`config.mk`:
```
export PLATFORM = sky130hd
export DESIGN_NAME = hbs_hblank_gen
export DESIGN_NICKNAME = d
export VERILOG_FILES = /design/src/design/hbs_pkg.sv /design/src/design/hbs_line_meter.sv /design/src/design/hbs_hblank_gen.sv
export SDC_FILE = /design/constraint.sdc
export NUM_CORES = 1
export LEC_CHECK = 0
export BUFFER_PORTS_ARGS = -buffer_cell sky130_fd_sc_hd__buf_4
export CORE_MARGIN = 2
export CORE_UTILIZATION = 35
export DETAILED_ROUTE_END_ITERATION = 8
export PLACE_DENSITY = 0.47
export SLEW_MARGIN = 20
export SYNTH_ARGS = -nofsm -noshare
export SYNTH_HDL_FRONTEND = slang
export SYNTH_SLANG_ARGS = --single-unit
```
`constraint.sdc`:
```
create_clock -name ref_clk -period 2.95 [get_ports ref_clk]
set_input_delay 0.4425 -clock ref_clk [delete_from_list [all_inputs] [get_ports ref_clk]]
set_output_delay 0.4425 -clock ref_clk [all_outputs]
set_load 0.01 [all_outputs]
```
`src/design/hbs_pkg.sv`:
```
// Package: constants and types for the programmable horizontal blanking start block
package hbs_pkg;

	// ------------------------------------------------------------
	// Widths
	// ------------------------------------------------------------
	localparam int HBS_CNT_W = 12;
	localparam int HBS_STEP_W = 4;
	localparam int HBS_DLY_W = 4;

	// ------------------------------------------------------------
	// Timing
	// ------------------------------------------------------------
	localparam int HBS_CLK_PERIOD_PS = 5000;
	// Fixed blanking delay after the zero crossing, least time
	localparam int HBS_DEFAULT_DELAY_PS = 10000;
	localparam int HBS_DLY_CYC_I = (HBS_DEFAULT_DELAY_PS + HBS_CLK_PERIOD_PS - 1) / HBS_CLK_PERIOD_PS;
	localparam logic [HBS_DLY_W-1:0] HBS_DLY_CYC =
		(HBS_DLY_CYC_I < 1) ? 4'h1 : HBS_DLY_W'(HBS_DLY_CYC_I);

	// ------------------------------------------------------------
	// Advance step: pixels per step, shift of the step count
	// ------------------------------------------------------------
	localparam int HBS_PIX_PER_STEP = 4;
	localparam int HBS_STEP_SHIFT = 2;

	// ------------------------------------------------------------
	// Constants at counter and delay widths
	// ------------------------------------------------------------
	localparam logic [HBS_CNT_W-1:0] HBS_CNT_ZERO = 12'h000;
	localparam logic [HBS_CNT_W-1:0] HBS_CNT_ONE = 12'h001;
	localparam logic [HBS_CNT_W-1:0] HBS_CNT_MAX = 12'hfff;
	localparam logic [HBS_DLY_W-1:0] HBS_DLY_ZERO = 4'h0;
	localparam logic [HBS_DLY_W-1:0] HBS_DLY_ONE = 4'h1;

	// ------------------------------------------------------------
	// Types
	// ------------------------------------------------------------
	typedef enum logic [1:0] {
		HBS_ST_SCAN = 2'b00,
		HBS_ST_DELAY = 2'b01,
		HBS_ST_BLANK = 2'b10
	} hbs_state_t;

	typedef struct packed {
		logic fly;
		logic [HBS_CNT_W-1:0] pix_cnt;
		logic [HBS_DLY_W-1:0] dly_cnt;
		hbs_state_t state;
		logic blank;
	} hbs_main_t;

	typedef struct packed {
		logic [HBS_CNT_W-1:0] line_len;
		logic valid;
	} hbs_meter_t;

endpackage

```
`src/design/hbs_line_meter.sv`:
```
// Line period meter: holds the pixel count between the last two retrace leading edges
`timescale 1ns/1ps
module hbs_line_meter
	import hbs_pkg::*;
(
	input wire logic ref_clk,
	input wire logic rst_n,
	input wire logic clk_en,
	input wire logic line_start,
	input wire logic [HBS_CNT_W-1:0] cnt_in,
	output logic [HBS_CNT_W-1:0] line_len,
	output logic line_valid
);

	hbs_meter_t st_reg;
	hbs_meter_t st_next;

	// ------------------------------------------------------------
	// Capture
	// ------------------------------------------------------------
	always_comb
	begin
		st_next = st_reg;
		if (line_start)
		begin
			// Counter saturates, so a lost retrace never wraps into a short line
			st_next.line_len = (cnt_in == HBS_CNT_MAX) ? HBS_CNT_MAX : cnt_in + HBS_CNT_ONE;
			st_next.valid = 1'b1;
		end
	end

	always_ff @(posedge ref_clk or negedge rst_n)
	begin
		if (!rst_n)
		begin
			st_reg <= '0;
		end
		else if (clk_en)
		begin
			st_reg <= st_next;
		end
	end

	assign line_len = st_reg.line_len;
	assign line_valid = st_reg.valid;

endmodule

```
`src/design/hbs_hblank_gen.sv`:
```
// Programmable horizontal blanking start generator, clocked by the OSD pixel clock
// Functional notes
// - Blanking start advances in steps of four pixels, at most sixteen steps.
// - Advance only moves blanking earlier than the retrace zero crossing, never later.
// - Blanking end follows the retrace trailing edge regardless of the advance.
// - Advance applies only when both blanking enable and programmable enable are set.
// - Step count comes from the four-bit step field.
`timescale 1ns/1ps
module hbs_hblank_gen
	import hbs_pkg::*;
(
	input wire logic ref_clk,
	input wire logic rst_n,
	input wire logic clk_en,
	input wire logic retrace_in,
	input wire logic hblank_en,
	input wire logic prog_blank_en,
	input wire logic [HBS_STEP_W-1:0] blank_steps,
	output logic hblank_out
);

	hbs_main_t st_reg;
	hbs_main_t st_next;

	logic fly_rise;
	logic fly_fall;
	logic prog_on;
	logic [HBS_CNT_W:0] advance;
	logic [HBS_CNT_W:0] reach;
	logic early_hit;
	logic [HBS_CNT_W-1:0] line_len;
	logic line_valid;

	// ------------------------------------------------------------
	// Edge detect and advance
	// ------------------------------------------------------------
	assign fly_rise = retrace_in & ~st_reg.fly;
	assign fly_fall = ~retrace_in & st_reg.fly;
	assign prog_on = hblank_en & prog_blank_en;
	// Field value n gives n+1 steps of four pixels
	assign advance = (HBS_CNT_W+1)'({1'b0, blank_steps} + 5'h01) << HBS_STEP_SHIFT;
	assign reach = {1'b0, st_reg.pix_cnt} + advance + {1'b0, HBS_CNT_ONE};
	// Predicted zero crossing from the last line; early start only, never a delay
	assign early_hit = prog_on & line_valid & (advance < {1'b0, line_len}) & (reach >= {1'b0, line_len});

	hbs_line_meter u_meter (
		.ref_clk(ref_clk),
		.rst_n(rst_n),
		.clk_en(clk_en),
		.line_start(fly_rise),
		.cnt_in(st_reg.pix_cnt),
		.line_len(line_len),
		.line_valid(line_valid)
	);

	// ------------------------------------------------------------
	// Next state
	// ------------------------------------------------------------
	always_comb
	begin
		st_next = st_reg;
		st_next.fly = retrace_in;
		st_next.pix_cnt = fly_rise ? HBS_CNT_ZERO :
			((st_reg.pix_cnt == HBS_CNT_MAX) ? HBS_CNT_MAX : st_reg.pix_cnt + HBS_CNT_ONE);
		case (st_reg.state)
			HBS_ST_SCAN:
			begin
				if (fly_rise && prog_on)
				begin
					// Prediction missed: blank at the crossing itself, still no later
					st_next.state = HBS_ST_BLANK;
				end
				else if (fly_rise && hblank_en)
				begin
					st_next.state = HBS_ST_DELAY;
					st_next.dly_cnt = HBS_DLY_ONE;
				end
				else if (early_hit && !retrace_in)
				begin
					st_next.state = HBS_ST_BLANK;
				end
			end
			HBS_ST_DELAY:
			begin
				st_next.dly_cnt = st_reg.dly_cnt + HBS_DLY_ONE;
				if (fly_fall)
				begin
					st_next.state = HBS_ST_SCAN;
				end
				else if (st_reg.dly_cnt >= HBS_DLY_CYC)
				begin
					st_next.state = HBS_ST_BLANK;
				end
			end
			HBS_ST_BLANK:
			begin
				if (fly_fall)
				begin
					st_next.state = HBS_ST_SCAN;
				end
			end
			default:
			begin
				st_next.state = HBS_ST_SCAN;
			end
		endcase
		if (!hblank_en)
		begin
			st_next.state = HBS_ST_SCAN;
			st_next.dly_cnt = HBS_DLY_ZERO;
		end
		st_next.blank = (st_next.state == HBS_ST_BLANK);
	end

	// ------------------------------------------------------------
	// State register
	// ------------------------------------------------------------
	always_ff @(posedge ref_clk or negedge rst_n)
	begin
		if (!rst_n)
		begin
			st_reg <= '0;
		end
		else if (clk_en)
		begin
			st_reg <= st_next;
		end
	end

	assign hblank_out = st_reg.blank;

endmodule

```
## Word-level counts from Yosys, hierarchy flattened

Index checks and enable logic that the tools add are counted.

- $add $sub $neg: 5
- Mux-type cells: 13
- Reductions and logical operators: 7
- Bitwise operators: 8
- $lt $le $gt $ge: 3
- Equal/unequal tests: 7

Operators with widths:

| kind | count |
|---|---|
| 12-bit two-way mux | 2 |
| 12-bit by 7-bit adder with 13-bit output | 1 |
| 13-bit by 1-bit adder with 13-bit output (second input constant) | 1 |
| 13-bit by 12-bit >= comparator with 1-bit output | 1 |
| 12-bit by 1-bit adder with 12-bit output (second input constant) | 1 |
| 12-bit == test (second input constant) | 1 |
| 7-bit by 12-bit less-than comparator with 1-bit output | 1 |
| 2-bit two-way mux | 6 |
| 4-bit two-way mux | 2 |
| 4-bit case mux with 2 select lines | 1 |
| 1-bit bitwise AND | 6 |
| 6-bit two-way mux | 1 |
| 3-bit inequality test (second input constant) | 2 |
| 2-bit case mux with 3 select lines | 1 |
| 4-bit by 1-bit adder with 5-bit output (second input constant) | 1 |
| 4-bit by 1-bit adder with 4-bit output (second input constant) | 1 |
| 2-bit == test (second input constant) | 2 |
| 4-bit by 2-bit >= comparator with 1-bit output (second input constant) | 1 |
| 4-bit AND reduction | 1 |
| 1-bit logical AND | 3 |
| 3-bit by 1-bit inequality test with 1-bit output (second input constant) | 1 |
| 2-bit by 1-bit == test with 1-bit output (second input constant) | 1 |
| 2-bit zero test | 1 |
| 1-bit inverter | 2 |
| other kinds (2) | 2 |

- Logic and storage cells: 50
- Input bits: 10
- Flip-flop bits (word level): 33
- Output and inout port bits: 1

## Longest topological paths before layout

Gate-level depths: netlist of run 1.

- Word-level depth: 12
- Mapped depth: 16
- Gate-level depth less buffers: 16

## Modules after synthesis

From an unflattened synthesis of run 1, not the netlist that was laid out.

- Cell total of the unflattened synthesis: 317
- Area total of the unflattened synthesis: 2720.1 um^2

Modules (own cells, without submodules):

| module | cells an instance | seq. area each (um^2) | times used | area an instance (um^2) |
|---|---|---|---|---|
| hbs_hblank_gen | 239 | 500.5 | 1 | 1988.2 |
| hbs_line_meter | 78 | 325.3 | 1 | 732.0 |

## Least setup slack after synthesis of run 1

No wires, ideal clock.

- Path type: in2reg
- Start: in blank_steps[0]
- End: reg st_reg (netlist bit hblank_out)
- Slack: 0.036 ns
- Library setup time: 0.137 ns
- Stages on the path: 15
- Data required time: 2.813 ns
- Arrival: 2.777 ns
- Path buffers: 0
- Path through: ha_1 xor2_1 ha_1 o211ai_1 o21ai_0 nor2_1 nor2_1 nand3_1 xnor2_1 ha_1 a21o_1 a21oi_1 nand3_1 o21ai_1 o21ai_0

- Longest elaborated chain between the ends: 12
- Elaborated cells between the ends (all ways): 14
- Classes of those cells: 3 x add/sub; 2 x order compare; 1 x eq/ne; 5 x mux; 2 x bitwise; 1 x reduce/logical

Ends and longest elaborated chain:

| element | line | RTL |
|---|---|---|
| start, declared | hbs_hblank_gen.sv:18 | `input wire logic [HBS_STEP_W-1:0] blank_steps,` |
| 4-bit by 1-bit adder with 5-bit output (*) | hbs_hblank_gen.sv:41 | `assign advance = (HBS_CNT_W+1)'({1'b0, blank_steps} + 5'h01) << HBS_STEP_SHIFT;` |
| 12-bit by 7-bit adder with 13-bit output | hbs_hblank_gen.sv:42 | `assign reach = {1'b0, st_reg.pix_cnt} + advance + {1'b0, HBS_CNT_ONE};` |
| 13-bit by 1-bit adder with 13-bit output | hbs_hblank_gen.sv:42 |  |
| 13-bit by 12-bit >= comparator with 1-bit output | hbs_hblank_gen.sv:44 | `assign early_hit = prog_on & line_valid & (advance < {1'b0, line_len}) & (reach >= {1'b0, line_len});` |
| 1-bit bitwise AND (*) | hbs_hblank_gen.sv:44 |  |
| 1-bit logical AND (*) | hbs_hblank_gen.sv:78 | `else if (early_hit && !retrace_in)` |
| 2-bit two-way mux (*) | hbs_hblank_gen.sv:78 |  |
| 2-bit two-way mux (*) | hbs_hblank_gen.sv:73 | `else if (fly_rise && hblank_en)` |
| 2-bit two-way mux (*) | hbs_hblank_gen.sv:68 | `if (fly_rise && prog_on)` |
| 2-bit case mux with 3 select lines (*) | hbs_hblank_gen.sv:65 | `case (st_reg.state)` |
| 6-bit two-way mux (*) | hbs_hblank_gen.sv:107 | `if (!hblank_en)` |
| 2-bit == test (*) | hbs_hblank_gen.sv:112 | `st_next.blank = (st_next.state == HBS_ST_BLANK);` |
| end signal, assigned | hbs_hblank_gen.sv:126 | `st_reg <= st_next;` |
| end, declared | hbs_hblank_gen.sv:22 | `hbs_main_t st_reg;` |

Every way passes the cells marked *; elsewhere a longest branch is shown, timed or not.
A chain may end at the register's enable or synchronous reset.

## Final worst setup path of run 1

Same ends and word-level chain as after synthesis.

==> results of run 1 <==
-- stage by stage --
| stage | hold WS [ns] | instance area [um^2] | worst slack, ns |
|---|---|---|---|
| after floorplan | 0.1469 | 2567 | 0.03610 |
| after global placement | 0.4313 | 2835 | -0.2587 |
| after detailed placement | 0.4314 | 2835 | -0.3137 |
| after CTS | 0.1177 | 2925 | 0.04971 |
| after global routing | 0.1339 | 2983 | -0.003155 |
| final | 0.1001 | 2983 | 0.1873 |
-- cells in the final DEF (no fill, tap or decap), types with 3 or more instances in the layout --
| cell type | n |
|---|---|
| a211oi_1 | 3 |
| a21o_1 | 3 |
| a21oi_1 | 29 |
| and3_1 | 3 |
| buf_4 | 34 |
| clkbuf_8 | 6 |
| dfrtp_1 | 33 |
| ha_1 | 24 |
| inv_1 | 22 |
| nand2_1 | 26 |
| nand2b_1 | 3 |
| nand3_1 | 12 |
| nand4_1 | 7 |
| nor2_1 | 14 |
| nor2b_1 | 4 |
| nor3_1 | 9 |
| nor4_1 | 3 |
| o211ai_1 | 4 |
| o21ai_0 | 20 |
| o21ai_1 | 8 |
| o22ai_1 | 3 |
| o31ai_1 | 6 |
| xnor2_1 | 12 |
| xor2_1 | 5 |
-- report_power, final --
group	switching, mW	leakage [nW]	internal (mW)	total (mW)
Combinational	0.328	0.839	0.272	0.600
Sequential	0.0445	0.428	0.508	0.552
Clock	0.182	0.0433	0.185	0.367
-- layout make-up --
| type | instances | share of cell area, % |
|---|---|---|
| tap | 99 | 4.153 |
| clock inverter | 1 | 0.2517 |
| multi-input combinational | 230 | 53.82 |
| sequential | 33 | 27.68 |
| clock buffer | 6 | 2.768 |
| inverter | 22 | 2.768 |
| timing repair buffer | 34 | 8.557 |
-- worst max-delay path, cell delays in order --
cell	delay (ns)
buf_4	0.12
ha_2	0.19
xor2_2	0.21
ha_4	0.23
a21oi_1	0.11
o21ai_1	0.10
a21o_1	0.20
a21oi_4	0.17
nand2b_4	0.15
xnor2_1	0.06
ha_1	0.31
nand3_1	0.09
a2111o_1	0.35
nand3_1	0.10
o21ai_2	0.06
o21ai_0	0.07
-- logic make-up (layout without fill, tap and decap cells) --
| family | after synthesis | count (layout) | share of synthesized area [%] |
|---|---|---|---|
| compound gates | 88 | 88 | 20.66 |
| xor+xnor | 18 | 18 | 6.140 |
| fa+ha+maj | 26 | 26 | 12.67 |
| buf+inv | 40 | 63 | 7.261 |
| flops | 33 | 33 | 32.16 |
| mux | 2 | 2 | 0.8284 |
| simple gates | 96 | 96 | 20.27 |
-- how the worst max path moves through the flow --
stage                     slack (ns)            from          to  cells after the start
final                           0.19  blank_steps[0]  hblank_out                     16
after detailed placement       -0.31  blank_steps[0]  hblank_out                     16
after global routing          -0.003  blank_steps[0]  hblank_out                     16
after floorplan                 0.04  blank_steps[0]  hblank_out                     15
after global placement         -0.26  blank_steps[0]  hblank_out                     16
after CTS                       0.05  blank_steps[0]  hblank_out                     16
-- routing by layer --
layer / wire [um] / track usage, %
met2: 2883 / 27.34
met4: 79 / 4.071
met1: 3296 / 24.41
met5: 0 / 0
met3: 97 / 2.742
-- synth_stat cells, types with 9 or more instances --
cell type	instances	area share, %
a21oi_1	29	5.7
dfrtp_1	33	32
ha_1	26	13
inv_1	22	3.2
nand2_1	26	3.8
nand3_1	12	2.3
nor2_1	15	2.2
nor3_1	9	1.8
o21ai_0	22	4.3
xnor2_1	12	4.1
-- timing repair --
item                       4_1_cts  5_1_grt
pin swaps                        0        6
cloned                           0        0
resized for setup                1       10
setup endpoints to repair        2        2
hold buffers                     0        0
buffers inserted                 0        1
==> results.yml, run 1 <==
yosys:
  ys_types: 49
  synth.net_count: 339
  ys_async_sr_fraction_pct: 100.0
  ys_ff_latch: 33
  syn-cell-area_um2: 2567
  syn_inst: 303
  ys.flop_type: "dfrtp_1"
  ys_seq_area_share_pct: 32.16
  synth_area_per_cell_um2: 8.473
  synth_edf_count: 0
  synth_warnings: 0
floorplanning:
  ios: 11
  core_um2: 7176
  dieArea_um2: 8037
  die_h_um: 89.65
  die_w_um: 89.65
  start_util_pct: 35.78
  row_count: 31
timing:
  finalCritPeriodShare_pct: 93.65
  finalSetupViolations: 0
  fin_skew_ns: 0.01090
  finalHoldViolations: 0
  max_slew_margin_pct: 59.96
  worst_pin_slew_ns: 0.6006
  slew_viol_final: 0
  fmax_mhz: 362.0
  fin_crit_ns: 2.763
  tns_ns: 0
finish:
  largest_register_ffs: 19
  drive_gt1_share_pct: 18.10
  antenna_cells: 0
  finalCoreUtilization_pct: 41.57
  seqCellArea_um2: 825.8
  finalNonFillerCells: 425
  fin_nets: 362
  multi_input_area_um2: 1605
  syn_to_final_growth_pct: 16.18
  nFillCells: 735
placement:
  dp_hpwl_um: 4915
  portBuffers: 10
  dp.cells: 417
  place_congestion: 0.8279
cts:
  clock-root-buffer: "clkbuf_8"
  htreeDepth: 2
  clk_latency_ns: 0.29
  cts_tree: "built"
  cts.clk_slew.worst_paths_ns: 0.07
  cts_buffers: 5
  cts.sink_count: 33
  cts.path.max_buffers: 2
power_and_ir_drop:
  p_leak_nw: 1.310
  fin_total_pwr_mw: 1.519
  vdd_drop_max_mv: 0.2433
  p_per_area_nw_per_um2: 509.2
routing:
  drc: 0
  postRouteAntennaNets: 0
  vias: 2201
  avgViaCountPerCell: 5.179
  wirelength_um: 6357
  wl_per_cell_um: 14.96
  firstDrtPassIters: 4
  drt_iter0_drc: 79
run_status:
  status: "complete, no violations"
global_route:
  grt.overflow.total: 0
  antenna_found_initial: 0
  grt_pass1_wl_um: 10500
  grt_pass1_vias: 2122
  grt_max_degree: 34
  grtUsageTotal_pct: 17.18
worst_setup_path:
  end_kind: "flip-flop"
  crit_required_ns: 3.16
  worstPathArrival_ns: 2.97
  r2r-start: "st_reg[9]"
  r2r_setup_slack_ns: 0.24
  critPathKind: "input port to flip-flop"
  rr_worst_depth: 13
  reg2reg_to: "hblank_out"
  path_max_fanout: 4
  start_kind: "input port"
min_path:
  hold_class: "input port to asynchronous set/reset pin"
job:
  max_cap_viol_count: 0
Power figures use the tool's default switching activity.
==> run 2: changes to the inputs <==
--- a/config.mk
+++ b/config.mk
@@ -6,6 +6,7 @@
 export NUM_CORES = 1
 export LEC_CHECK = 0
 export BUFFER_PORTS_ARGS = -buffer_cell sky130_fd_sc_hd__buf_4
+export CORE_ASPECT_RATIO = 1.4
 export CORE_MARGIN = 2
 export CORE_UTILIZATION = 35
 export DETAILED_ROUTE_END_ITERATION = 8
==> results.yml, run 2 (same netlist as run 1, synthesis figures left out) <==
worst_setup_path:
  crit_path_end: "st_reg[2]"
  end_kind: "flip-flop"
  r2r_setup_slack_ns: 0.24
  crit_required_ns: 3.16
  startpoint: "blank_steps[0]"
  worstPathArrival_ns: 2.99
  reg2reg_to: "st_reg[2]"
  start_kind: "input port"
  path_max_fanout: 4
  r2r-start: "st_reg[9]"
  critPathKind: "input port to flip-flop"
  rr_worst_depth: 13
placement:
  place_congestion: 0.7868
  dp_hpwl_um: 5152
  dpl_cell_area_um2: 2815
  dp.cells: 411
  portBuffers: 10
power_and_ir_drop:
  p_leak_nw: 1.298
  vdd_drop_max_mv: 0.2249
  p_per_area_nw_per_um2: 516.4
  fin_total_pwr_mw: 1.533
cts:
  cts.clk_slew.worst_paths_ns: 0.07
  cts_buffers: 5
  clk_latency_ns: 0.30
  cts.path.max_buffers: 2
  clock-root-buffer: "clkbuf_8"
  cts.sink_count: 33
  cts_tree: "built"
  cts_setup_buffers: 0
  htreeDepth: 2
routing:
  drt_iter0_drc: 87
  postRouteAntennaNets: 0
  avgViaCountPerCell: 5.344
  firstDrtPassIters: 4
  wirelength_um: 6737
  drc: 0
  wl_per_cell_um: 16.12
  vias: 2234
global_route:
  antenna_found_initial: 0
  grt_pass1_wl_um: 11460
  grt_pass1_vias: 2267
  grt.overflow.total: 0
  grt_max_degree: 34
  grtUsageTotal_pct: 18.11
finish:
  final_cell_mix: "dfrtp_1, buf_4, a21oi_1, nand2_1, ha_1"
  final_common_cell: "dfrtp_1"
  syn_to_final_growth_pct: 15.59
  drive_gt1_share_pct: 17.96
  finalNonFillerCells: 418
  final_area_um2: 2968
  largest_register_ffs: 19
  antenna_cells: 0
  fin_nets: 359
  finalCoreUtilization_pct: 42.24
timing:
  fin_skew_ns: 0.006766
  finalHoldViolations: 0
  fmax_mhz: 360.4
  tns_ns: 0
  slew_viol_final: 0
  max_slew_margin_pct: 56.87
  finalSetupViolations: 0
  worst_pin_slew_ns: 0.6469
  finalCritPeriodShare_pct: 94.05
  fin_crit_ns: 2.775
floorplanning:
  ios: 11
  row_count: 36
  start_util_pct: 36.54
  die_w_um: 76.39
  dieArea_um2: 8046
  core_um2: 7027
  die_h_um: 105.3
job:
  max_cap_viol_count: 0
run_status:
  status: "complete, no violations"
min_path:
  hold_class: "input port to asynchronous set/reset pin"
-- run 2: worst min-delay path by stage --
stage,from,to,slack (ns),depth (start not counted)
6_report,rst_n,st_reg[16],0.10,1
4_1_cts,rst_n,st_reg[17],0.12,1
5_1_grt,rst_n,u_meter.line_valid,0.13,1
2_1_floorplan,rst_n,hblank_out,0.15,0
3_3_place_gp,rst_n,st_reg[19],0.44,1
3_5_place_dp,rst_n,st_reg[19],0.44,1
-- run 2: per-stage QoR --
step	setup WS, ns	hold WS, ns
final	0.1754	0.1007
after global routing	-0.001760	0.1315
after CTS	0.02309	0.1210
after detailed placement	-0.3961	0.4354
after global placement	-0.3536	0.4354
after floorplan	0.03610	0.1469
-- run 2: repair_timing --
action / 4_1_cts / 5_1_grt
hold endpoints to repair: 0 / 0
pin swaps: 0 / 7
endpoints found under the setup margin: 2 / 2
hold buffers: 0 / 0
resized for setup: 3 / 12
-- run 2: layer usage --
layer / global-route usage, % / vias to the layer above / part of all wire, %
met5: 0 / - / 0
met4: 5.974 / 0 / 1.7
met1: 20.88 / 1076 / 43
li1: - / 1125 / -
met3: 2.825 / 9 / 2.0
met2: 33.75 / 24 / 54
-- run 2: critical path, stage by stage --
cell and delay, ns:
buf_4 0.12, ha_2 0.21, xor2_4 0.20, ha_4 0.26
a21oi_1 0.11, o21ai_1 0.11, a21o_1 0.21, a21oi_2 0.19
nand2b_1 0.14, xnor2_1 0.06, ha_1 0.31, nand3_1 0.10
a2111o_1 0.30, nand3_1 0.10, o21ai_2 0.06, o21ai_0 0.07
-- run 2: final cells by class --
cell class                 count  area (um^2)
inverter                      22        82.58
sequential                    33        825.8
timing repair buffer          31        232.7
tap                           95        118.9
clock buffer                   7        86.33
fill                         760         4059
multi-input combinational    230         1622
-- run 2: power breakdown --
| group | total (mW) | internal, mW | switching (mW) |
|---|---|---|---|
| clock network | 0.370 | 0.186 | 0.184 |
| logic | 0.610 | 0.272 | 0.337 |
| registers | 0.553 | 0.508 | 0.0453 |
